$ cat config.mk
export PLATFORM = sky130hd
export DESIGN_NAME = timer_event_counter_capture
export DESIGN_NICKNAME = d
export VERILOG_FILES = /design/src/hdl/timer_pkg.sv /design/src/hdl/edge_filter.sv /design/src/hdl/prescaler.sv /design/src/hdl/timer_event_counter_capture.sv
export VERILOG_INCLUDE_DIRS = /design/src /design/src/hdl
export SDC_FILE = /design/constraint.sdc
export NUM_CORES = 1
export LEC_CHECK = 0
export CAP_MARGIN = 40
export CORE_ASPECT_RATIO = 1.1
export CORE_MARGIN = 1
export CORE_UTILIZATION = 64
export DETAILED_ROUTE_END_ITERATION = 10
export DONT_BUFFER_PORTS = 1
export GPL_ROUTABILITY_DRIVEN = 0
export PLACE_DENSITY = 0.88
export SYNTH_ARGS = -nofsm -noshare
export SYNTH_HDL_FRONTEND = slang
export SYNTH_SLANG_ARGS = --single-unit
$ cat constraint.sdc
create_clock -name mclk -period 2.2 [get_ports mclk]
set_input_delay 0.11 -clock mclk [delete_from_list [all_inputs] [get_ports mclk]]
set_output_delay 0.11 -clock mclk [all_outputs]
set_load 0.01 [all_outputs]
$ cat src/hdl/timer_regs.svh
`ifndef TIMER_REGS_SVH
`define TIMER_REGS_SVH

// ----------------------------------------------------------------
// register byte offsets on the apb bus
// ----------------------------------------------------------------
`define OFS_COUNT 8'h00
`define OFS_CMP_A 8'h04
`define OFS_CAP_B 8'h08
`define OFS_PRESCALE 8'h0c
`define OFS_CAPCTL 8'h10
`define OFS_MODE 8'h14
`define OFS_STATUS 8'h18

// ----------------------------------------------------------------
// field positions
// ----------------------------------------------------------------
`define CLKSEL_LSB 0
`define EDGE_A_LSB 4
`define EDGE_B_LSB 6
`define CAPCTL_A_EN 0
`define CAPCTL_A_INV 1
`define CAPCTL_B_EN 2
`define STATUS_OVF 0

// ----------------------------------------------------------------
// reset values
// ----------------------------------------------------------------
`define RST_PRESCALE 8'h00
`define RST_CAPCTL 3'h0
`define RST_MODE 2'h0
`define RST_COUNT 16'h0000
`define RST_CMP 16'h0000

// ----------------------------------------------------------------
// encodings and timing counts
// ----------------------------------------------------------------
`define SEL_FALL 2'h0
`define SEL_RISE 2'h1
`define SEL_BOTH 2'h3
`define CLK_DIV1 2'h0
`define CLK_DIV4 2'h1
`define CLK_DIV256 2'h2
`define CLK_EVENT 2'h3
`define DIV4_LAST 8'h03
`define DIV256_LAST 8'hff
`define COUNT_TOP 16'hffff

`endif
$ cat src/hdl/timer_pkg.sv
package timer_pkg;

   // ----------------------------------------------------------------
   // counter run modes decoded from the mode register
   // ----------------------------------------------------------------
   typedef enum logic [1:0] {run_stop, run_free, run_clear} run_type;

   // ----------------------------------------------------------------
   // state of one input filter
   // ----------------------------------------------------------------
   typedef struct packed {
      logic [1:0] sync;
      logic hist;
      logic stable;
      logic valid;
      logic inv;
   } filt_state_type;

   // ----------------------------------------------------------------
   // state of the timer core
   // ----------------------------------------------------------------
   typedef struct packed {
      logic [15:0] count;
      logic [15:0] cmp_a;
      logic [15:0] cap_b;
      logic [7:0] presc;
      logic [2:0] capctl;
      logic [1:0] mode;
      logic ovf;
      logic match_irq;
      logic capb_irq;
      logic [31:0] prdata;
   } timer_state_type;

endpackage

$ cat src/hdl/edge_filter.sv
`timescale 1ns/1ps
`include "timer_regs.svh"

module edge_filter (
   // clock and control
   input wire logic mclk,
   input wire logic srst,
   input wire logic ce,
   input wire logic sample,
   // pin and edge choice
   input wire logic pin,
   input wire logic [1:0] sel,
   // filtered edge pulses
   output logic valid,
   output logic inv
);

   timer_pkg::filt_state_type st_r;
   timer_pkg::filt_state_type st_nxt;
   logic lvl;
   logic rise;
   logic fall;

   // ----------------------------------------------------------------
   // sampling and two-sample level check
   // ----------------------------------------------------------------
   // a new level counts only once seen on two samples in a row
   always_comb begin
      st_nxt = st_r;
      st_nxt.sync = {st_r.sync[0], pin};
      lvl = st_r.sync[1];
      rise = 1'b0;
      fall = 1'b0;
      if (sample) begin
         st_nxt.hist = lvl;
         if ((lvl == st_r.hist) && (lvl != st_r.stable)) begin
            st_nxt.stable = lvl;
            rise = lvl;
            fall = !lvl;
         end
      end
      // prohibited code 2'h2 yields no edge at all
      case (sel)
         `SEL_FALL: begin
            st_nxt.valid = fall;
            st_nxt.inv = rise;
         end
         `SEL_RISE: begin
            st_nxt.valid = rise;
            st_nxt.inv = fall;
         end
         `SEL_BOTH: begin
            st_nxt.valid = rise || fall;
            st_nxt.inv = 1'b0;
         end
         default: begin
            st_nxt.valid = 1'b0;
            st_nxt.inv = 1'b0;
         end
      endcase
   end

   always_ff @(posedge mclk) begin
      if (srst) begin
         st_r <= '0;
      end else if (ce) begin
         st_r <= st_nxt;
      end
   end

   assign valid = st_r.valid;
   assign inv = st_r.inv;

   a_edge_twice: assert property (@(posedge mclk) disable iff (srst)
      (st_r.valid || st_r.inv) && $past(ce) |-> $past(st_r.stable) != st_r.stable) // (RULE_09)
      else $error("edge reported without a two-sample level change");

   // the prohibited code must stay silent on both outputs
   a_code_two_quiet: assert property (@(posedge mclk) disable iff (srst)
      ce && sel == 2'h2 |=> !valid && !inv) // (RULE_20)
      else $error("prohibited edge code produced an edge");

endmodule // edge_filter

$ cat src/hdl/prescaler.sv
`timescale 1ns/1ps
`include "timer_regs.svh"

module prescaler (
   // clock and control
   input wire logic mclk,
   input wire logic srst,
   input wire logic ce,
   // divider selection
   input wire logic [1:0] sel,
   // count clock enable
   output logic tick
);

   logic [7:0] div_r;
   logic [7:0] div_nxt;

   // ----------------------------------------------------------------
   // free-running divider
   // ----------------------------------------------------------------
   // runs continuously, so a slow clock phase is not tied to start
   always_comb begin
      div_nxt = div_r + 8'h01;
   end

   always_ff @(posedge mclk) begin
      if (srst) begin
         div_r <= 8'h00;
      end else if (ce) begin
         div_r <= div_nxt;
      end
   end

   // tick selection; event clock samples at full rate
   always_comb begin
      case (sel)
         `CLK_DIV4: tick = ce && (div_r[1:0] == `DIV4_LAST);
         `CLK_DIV256: tick = ce && (div_r == `DIV256_LAST);
         default: tick = ce;
      endcase
   end

endmodule // prescaler

$ cat src/hdl/timer_event_counter_capture.sv
// What this block does
// (RULE_01) interval is compare value plus one
// (RULE_02) overflow during clear mode only at FFFFH
// (RULE_03) compare below count: wrap, then from zero
// (RULE_04) software restarts after lowering compare value
// (RULE_05) event mode counts each valid pin edge
// (RULE_06) event mode clears on match, raises irq
// (RULE_07) software keeps event compare value nonzero
// (RULE_08) prescale bits 5:4 pick event edges
// (RULE_09) event pin needs two equal samples
// (RULE_10) counting waits for a filtered valid edge
// (RULE_11) event count read from count register
// (RULE_12) capture inputs sampled twice at count clock
// (RULE_13) event edges copy count into capture_b
// (RULE_14) pin b edge copies count, raises match
// (RULE_15) software reads capture, checks, clears overflow
// (RULE_16) software measures at most one counter cycle
// (RULE_17) software writes control, clock, then mode
// (RULE_18) software sets both capture pins as inputs
// (RULE_19) interval match clears counter, raises irq
// (RULE_20) edge codes fall, rise, both; 10 prohibited
// (RULE_21) prescale bits 1:0 choose count clock
// (RULE_22) free-running wraps and sets overflow flag
//
// Chosen here: the APB register port and the placing of the registers.
`timescale 1ns/1ps
`include "timer_regs.svh"

module timer_event_counter_capture (
   // clock and control
   input wire logic mclk,
   input wire logic srst,
   input wire logic ce,
   // apb slave
   input wire logic psel,
   input wire logic penable,
   input wire logic pwrite,
   input wire logic [7:0] paddr,
   input wire logic [31:0] pwdata,
   output logic [31:0] prdata,
   output logic pready,
   output logic pslverr,
   // input pins
   input wire logic event_input_a,
   input wire logic capture_input_b,
   // event outputs
   output logic match_a_irq,
   output logic capture_b_irq,
   output logic overflow_flag
);

   timer_pkg::timer_state_type st_r;
   timer_pkg::timer_state_type st_nxt;
   timer_pkg::run_type run_mode;
   logic presc_tick;
   logic samp_a;
   logic edge_a;
   logic inv_a;
   logic edge_b;
   logic inv_b;
   logic run;
   logic tick;
   logic match;
   logic cap_a;
   logic cap_b;
   logic setup_rd;
   logic wr;
   logic mapped;
   logic [1:0] clk_sel;

   // ----------------------------------------------------------------
   // count clock and input filters
   // ----------------------------------------------------------------
   assign clk_sel = st_r.presc[`CLKSEL_LSB +: 2];

   prescaler u_presc (
      .mclk(mclk),
      .srst(srst),
      .ce(ce),
      .sel(clk_sel), // (RULE_21)
      .tick(presc_tick)
   );

   // event pin used as clock is sampled at full rate, else at count clock
   assign samp_a = (clk_sel == `CLK_EVENT) ? ce : presc_tick; // (RULE_09)

   edge_filter u_filt_a (
      .mclk(mclk),
      .srst(srst),
      .ce(ce),
      .sample(samp_a), // (RULE_12)
      .pin(event_input_a),
      .sel(st_r.presc[`EDGE_A_LSB +: 2]), // (RULE_08)
      .valid(edge_a),
      .inv(inv_a)
   );

   edge_filter u_filt_b (
      .mclk(mclk),
      .srst(srst),
      .ce(ce),
      .sample(presc_tick), // (RULE_12)
      .pin(capture_input_b),
      .sel(st_r.presc[`EDGE_B_LSB +: 2]), // (RULE_20)
      .valid(edge_b),
      .inv(inv_b)
   );

   // ----------------------------------------------------------------
   // mode decode and event conditions
   // ----------------------------------------------------------------
   // both upper mode codes clear on match
   always_comb begin
      case (st_r.mode)
         2'h0: run_mode = timer_pkg::run_stop;
         2'h1: run_mode = timer_pkg::run_free;
         default: run_mode = timer_pkg::run_clear;
      endcase
   end

   assign run = (run_mode != timer_pkg::run_stop);
   // in event mode the count clock is the filtered edge only
   assign tick = run && ((clk_sel == `CLK_EVENT) ? edge_a : presc_tick); // (RULE_05) (RULE_10)
   // a register used for capture never acts as compare
   assign match = tick && (run_mode == timer_pkg::run_clear)
      && !st_r.capctl[`CAPCTL_A_EN] && (st_r.count == st_r.cmp_a); // (RULE_19) (RULE_06)
   assign cap_b = run && st_r.capctl[`CAPCTL_B_EN] && edge_a; // (RULE_13)
   assign cap_a = run && st_r.capctl[`CAPCTL_A_EN]
      && (st_r.capctl[`CAPCTL_A_INV] ? inv_a : edge_b); // (RULE_14)

   // ----------------------------------------------------------------
   // apb decode
   // ----------------------------------------------------------------
   always_comb begin
      case (paddr)
         `OFS_COUNT, `OFS_CMP_A, `OFS_CAP_B, `OFS_PRESCALE,
         `OFS_CAPCTL, `OFS_MODE, `OFS_STATUS: mapped = 1'b1;
         default: mapped = 1'b0;
      endcase
   end

   // zero wait states; read data is fetched during the setup cycle
   assign pready = 1'b1;
   assign pslverr = psel && penable && !mapped;
   assign setup_rd = ce && psel && !penable && !pwrite;
   assign wr = ce && psel && penable && pwrite && mapped;

   // ----------------------------------------------------------------
   // next state
   // ----------------------------------------------------------------
   always_comb begin
      st_nxt = st_r;
      st_nxt.match_irq = 1'b0;
      st_nxt.capb_irq = 1'b0;

      // software writes; count and capture_b are read only
      if (wr) begin
         case (paddr)
            `OFS_CMP_A: st_nxt.cmp_a = pwdata[15:0];
            `OFS_PRESCALE: st_nxt.presc = {pwdata[7:4], 2'h0, pwdata[1:0]};
            `OFS_CAPCTL: st_nxt.capctl = pwdata[2:0];
            `OFS_MODE: st_nxt.mode = pwdata[1:0];
            `OFS_STATUS: begin
               if (pwdata[`STATUS_OVF]) begin
                  st_nxt.ovf = 1'b0;
               end
            end
            default: st_nxt.ovf = st_nxt.ovf;
         endcase
      end

      // counter; stopping clears it so a restart begins at zero
      if (!run) begin
         st_nxt.count = `RST_COUNT;
      end else if (tick) begin
         if (st_r.count == `COUNT_TOP) begin
            st_nxt.ovf = 1'b1; // (RULE_22) (RULE_02)
         end
         if (match) begin
            st_nxt.count = `RST_COUNT; // (RULE_01) (RULE_19) (RULE_06)
            st_nxt.match_irq = 1'b1;
         end else begin
            // passes a lowered compare value and wraps (RULE_03)
            st_nxt.count = st_r.count + 16'h0001;
         end
      end

      // captures win over a software write in the same cycle
      if (cap_b) begin
         st_nxt.cap_b = st_r.count; // (RULE_13)
         st_nxt.capb_irq = 1'b1;
      end
      if (cap_a) begin
         st_nxt.cmp_a = st_r.count; // (RULE_14)
         st_nxt.match_irq = 1'b1;
      end

      // read data
      if (setup_rd) begin
         case (paddr)
            `OFS_COUNT: st_nxt.prdata = {16'h0000, st_r.count}; // (RULE_11)
            `OFS_CMP_A: st_nxt.prdata = {16'h0000, st_r.cmp_a};
            `OFS_CAP_B: st_nxt.prdata = {16'h0000, st_r.cap_b};
            `OFS_PRESCALE: st_nxt.prdata = {24'h000000, st_r.presc};
            `OFS_CAPCTL: st_nxt.prdata = {29'h00000000, st_r.capctl};
            `OFS_MODE: st_nxt.prdata = {30'h00000000, st_r.mode};
            `OFS_STATUS: st_nxt.prdata = {31'h00000000, st_r.ovf};
            default: st_nxt.prdata = 32'h00000000;
         endcase
      end
   end

   // ----------------------------------------------------------------
   // state register
   // ----------------------------------------------------------------
   always_ff @(posedge mclk) begin
      if (srst) begin
         st_r <= '0;
         st_r.presc <= `RST_PRESCALE;
         st_r.capctl <= `RST_CAPCTL;
         st_r.mode <= `RST_MODE;
         st_r.cmp_a <= `RST_CMP;
      end else if (ce) begin
         st_r <= st_nxt;
      end
   end

   assign prdata = st_r.prdata;
   assign match_a_irq = st_r.match_irq;
   assign capture_b_irq = st_r.capb_irq;
   assign overflow_flag = st_r.ovf;

   // ----------------------------------------------------------------
   // checks
   // ----------------------------------------------------------------
   a_match_clear: assert property (@(posedge mclk) disable iff (srst)
      ce && match && !wr |=> st_r.count == 16'h0000 && st_r.match_irq) // (RULE_19)
      else $error("compare match did not clear counter and raise irq");

   a_count_step: assert property (@(posedge mclk) disable iff (srst)
      ce && tick && !match && !wr |=> st_r.count == $past(st_r.count) + 16'h0001) // (RULE_03)
      else $error("counter did not advance by one on count clock");

   a_event_hold: assert property (@(posedge mclk) disable iff (srst)
      ce && run && clk_sel == `CLK_EVENT && !edge_a && !wr
      |=> st_r.count == $past(st_r.count)) // (RULE_05)
      else $error("event counter moved without a valid edge");

   a_ovf_top: assert property (@(posedge mclk) disable iff (srst)
      $rose(st_r.ovf) |-> $past(st_r.count) == 16'hffff && $past(tick)) // (RULE_02)
      else $error("overflow set away from counter top");

   a_ovf_wrap: assert property (@(posedge mclk) disable iff (srst)
      ce && tick && st_r.count == 16'hffff |=> st_r.ovf && st_r.count == 16'h0000) // (RULE_22)
      else $error("wrap did not set overflow or return to zero");

   a_capb_copy: assert property (@(posedge mclk) disable iff (srst)
      ce && cap_b |=> st_r.cap_b == $past(st_r.count) && st_r.capb_irq) // (RULE_13)
      else $error("capture_b did not take the count");

   a_capa_copy: assert property (@(posedge mclk) disable iff (srst)
      ce && cap_a |=> st_r.cmp_a == $past(st_r.count) && st_r.match_irq) // (RULE_14)
      else $error("compare_capture_a did not take the count");

   a_count_read: assert property (@(posedge mclk) disable iff (srst)
      setup_rd && paddr == `OFS_COUNT
      |=> prdata == {16'h0000, $past(st_r.count)}) // (RULE_11)
      else $error("count read returned wrong value");

   a_stop_zero: assert property (@(posedge mclk) disable iff (srst)
      ce && !run |=> st_r.count == 16'h0000 [*1]) // (RULE_10)
      else $error("stopped counter not held at zero");

   // ----------------------------------------------------------------
   // flag, irq, freeze and register checks
   // ----------------------------------------------------------------
   // a low enable must leave every register, irq pulses included, untouched
   a_freeze_hold: assert property (@(posedge mclk) disable iff (srst)
      !ce |=> st_r == $past(st_r))
      else $error("state moved while clock enable was low");

   // overflow is sticky: only a status write of one may drop it
   a_ovf_sticky: assert property (@(posedge mclk) disable iff (srst)
      st_r.ovf && !(wr && paddr == `OFS_STATUS && pwdata[`STATUS_OVF])
      |=> st_r.ovf) // (RULE_22)
      else $error("overflow flag dropped without a clear");

   // a clear loses only to a wrap in the same cycle
   a_ovf_clear: assert property (@(posedge mclk) disable iff (srst)
      wr && paddr == `OFS_STATUS && pwdata[`STATUS_OVF]
      && !(tick && st_r.count == 16'hffff)
      |=> !st_r.ovf) // (RULE_22)
      else $error("overflow flag not cleared by software");

   // every match pulse has a cause one cycle earlier
   a_irq_cause: assert property (@(posedge mclk) disable iff (srst)
      st_r.match_irq && $past(ce) |-> $past(match || cap_a)) // (RULE_19)
      else $error("match irq without match or capture");

   a_capb_cause: assert property (@(posedge mclk) disable iff (srst)
      st_r.capb_irq && $past(ce) |-> $past(cap_b)) // (RULE_13)
      else $error("capture_b irq without a capture");

   // capture_b is read only: nothing but a capture may change it
   a_capb_hold: assert property (@(posedge mclk) disable iff (srst)
      ce && !cap_b |=> st_r.cap_b == $past(st_r.cap_b)) // (RULE_13)
      else $error("capture_b changed without a capture");

   // a software write lands unless a capture takes the register
   a_cmp_write: assert property (@(posedge mclk) disable iff (srst)
      wr && paddr == `OFS_CMP_A && !cap_a
      |=> st_r.cmp_a == $past(pwdata[15:0])) // (RULE_01)
      else $error("compare value write did not land");

endmodule // timer_event_counter_capture

==> impl_metrics.json <==
{
  "status": "finished, final reports clean",
  "hold_viol": 0,
  "clk_pin_slew_worst_paths_ps": 90,
  "grt_pass1_vias": 3958,
  "crit_required_ps": 2460,
  "clk_latency_ps": 370,
  "worst_slew_pin_slew_ps": 548.5,
  "drv_slew": 0,
  "path_class": "register to register",
  "grt_max_degree": 68,
  "first_iter_violations": 321,
  "fillers": 519,
  "antenna_found_initial": 0,
  "io_pins": 85,
  "ys_top_cells_by_count": "dfxtp_1 (97), nor2_1 (76), nand2_1 (64)",
  "layout_setup_ws_ps": 97.87,
  "slew_headroom_pct": 63.31,
  "cts_root_buf": "clkbuf_8",
  "ir_drop_mv": 0.6223,
  "routedWlPerCell_um": 17.68,
  "grt.total_usage_pct": 29.57,
  "grt_first_pass_wirelength_um": 18590,
  "drv_cap": 0,
  "post-synth-top-area-cell": "dfxtp_1",
  "syn_area_per_cell_um2": 8.734,
  "synth-seq-cells": 97,
  "vias_per_cell": 6.128,
  "arrival_ps": 2360,
  "synth_cell_types": 49,
  "start_util_pct": 66.62,
  "yosysSeqAreaShare_pct": 39.00,
  "period_share_pct": 95.55,
  "startpoint_type": "register",
  "portBuffers": 0,
  "dr.pass1.iters": 5,
  "via_count": 4106,
  "worst-path-max-fanout": 4,
  "syn_to_final_growth_pct": 6.987,
  "yosysWarnings": 0,
  "synth_edf_count": 0,
  "overflow": 0,
  "power_density_nw_per_um2": 584.4,
  "hold_path_class": "input port to register",
  "synth_area_um2": 4979,
  "max_freq_ghz": 0.4757,
  "synth_top_area_share_pct": 39.00,
  "tritoncts": "yes",
  "drt-total-wl_um": 11840,
  "synthCells": 570,
  "dieArea_um2": 8136,
  "clock_path_buffers": 2,
  "nNetsFinal": 612,
  "pre_cts_ws_ps": 18.12,
  "fin_skew_ps": 9.529,
  "layout-drive-gt1-share_pct": 12.21,
  "post-synth-top-count-cell": "dfxtp_1",
  "htree_levels": 3,
  "dpl.cell_count": 633,
  "final_cell_count_no_fill": 670,
  "core_um2": 7473,
  "die_w_um": 86.10,
  "dpl.hpwl_um": 8038,
  "ys.flop_type": "dfxtp_1",
  "die-height_um": 94.50,
  "fp-row-count": 33,
  "final_antenna_net_count": 0,
  "finalSetupTns_ps": 0,
  "end_kind": "register",
  "synthTopCellsByArea": "dfxtp_1 (39%), mux2i_1 (9.0%), nor2_1 (5.7%)",
  "cts.sinks": 97,
  "setup_viol": 0,
  "p_leak_uw": 0.001912,
  "cts_inserted_buffers": 9,
  "min_period_ps": 2102,
  "async_reset_ff_share_pct": 0,
  "drc_errors": 0,
  "n_antenna_cell": 0
}
flip-flops by register name, indices dropped and copies added, names as in the netlist, 2 cells and up:
name / cells
u_filt_a.st_r: 2
u_filt_b.st_r: 2
prdata: 16
clk_sel: 2
u_presc.div_r: 8
st_r: 57
what timing repair did:
item,CTS,global route
hold buffers,19,0
hold endpoints to repair,70,0
buffers inserted,0,2
pin swaps,0,2
endpoints found under the setup margin,1,31
gates resized for setup,2,3
cell type report:
class                           instances  area, um^2  area share, %
Clock buffer                            9       123.9          2.326
Clock inverter                          7       77.57          1.456
Inverter                                9       33.78         0.6342
Multi-Input combinational cell        406        2663          49.99
Sequential cell                        97        1942          36.46
Tap cell                              105       131.4          2.467
Timing Repair Buffer                   37       355.3          6.671
power breakdown:
group | leakage [uW] | internal, uW | switching [uW] | total (uW)
clock network | 0.000100 | 535 | 640 | 1180
registers | 0.000782 | 1760 | 10.4 | 1770
logic | 0.00103 | 67.2 | 95.6 | 163
total | 0.00191 | 2370 | 746 | 3110
metal layers:
metal / track usage (%) / vias up / wire length [um]
met2: 52.12 / 197 / 5937
met1: 32.57 / 1960 / 4527
met4: 15.14 / 0 / 550
met5: 0 / - / 0
met3: 8.042 / 48 / 827
li1: - / 1901 / -
final timing paths:
check / start / endpoint / slack, ps / cells after the start
max: u_presc.div_r[0] / st_r[91] / 100 / 7
min reg2reg: st_r[57] / st_r[57] / 460 / 2
min: pwdata[3] / st_r[67] / 9 / 2
max reg2reg: u_presc.div_r[0] / st_r[91] / 100 / 7
per-stage QoR:
stage	power, uW	hold slack [ps]	instance area [um^2]	utilization [%]
final	3113	8.616	5326	71.27
after global routing	3211	2.787	5326	71.27
after CTS	3128	0.4806	5303	70.95
after detailed placement	1917	185.2	4877	65.26
after global placement	1910	182.8	4870	65.16
after floorplan	1957	253.9	5035	-
cells in the final DEF (no fill, tap or decap), types with 3 or more instances in the layout:
| cell | Yosys | routed |
|---|---|---|
| xnor2_1 | 25 | 25 |
| a211oi_1 | 3 | 3 |
| and3_1 | 4 | 3 |
| buf_4 | 34 | 17 |
| xor2_1 | 11 | 11 |
| clkbuf_8 | 0 | 9 |
| nor2_1 | 76 | 76 |
| a211oi_2 | 14 | 14 |
| mux2_2 | 4 | 4 |
| nand4_1 | 10 | 10 |
| inv_1 | 9 | 9 |
| nand3_1 | 17 | 17 |
| mux2i_1 | 45 | 45 |
| or3_1 | 3 | 3 |
| mux4_2 | 4 | 4 |
| nand2_1 | 64 | 64 |
| a21oi_1 | 29 | 29 |
| conb_1 | 2 | 17 |
| nor3_1 | 11 | 11 |
| nor2b_1 | 3 | 3 |
| dfxtp_1 | 97 | 97 |
| ha_1 | 4 | 3 |
| o21ai_0 | 20 | 20 |
| dlygate4sd3_1 | 0 | 18 |
| a22o_1 | 15 | 15 |
critical path, cell delays in order (launching register included):
cell and delay, ps:
dfxtp_1 380, ha_2 210, nand3_1 110, o221a_2 320, a311oi_4 350, nand4_1 180, xnor2_1 170, a32o_1 270
kinds of logic after synthesis:
logic type / after synthesis / synth area share [%]
XOR/XNOR: 36 / 6.333
multiplexers: 53 / 11.76
flip-flops: 97 / 39.00
other: 2 / 0.1508
AO/OA/AOI/OAI: 99 / 14.95
buffers and inverters: 82 / 9.148
AND/OR/NAND/NOR: 197 / 17.64
adder cells (fa/ha/maj): 4 / 1.005
Note: power is estimated with default switching activity, not from simulation.
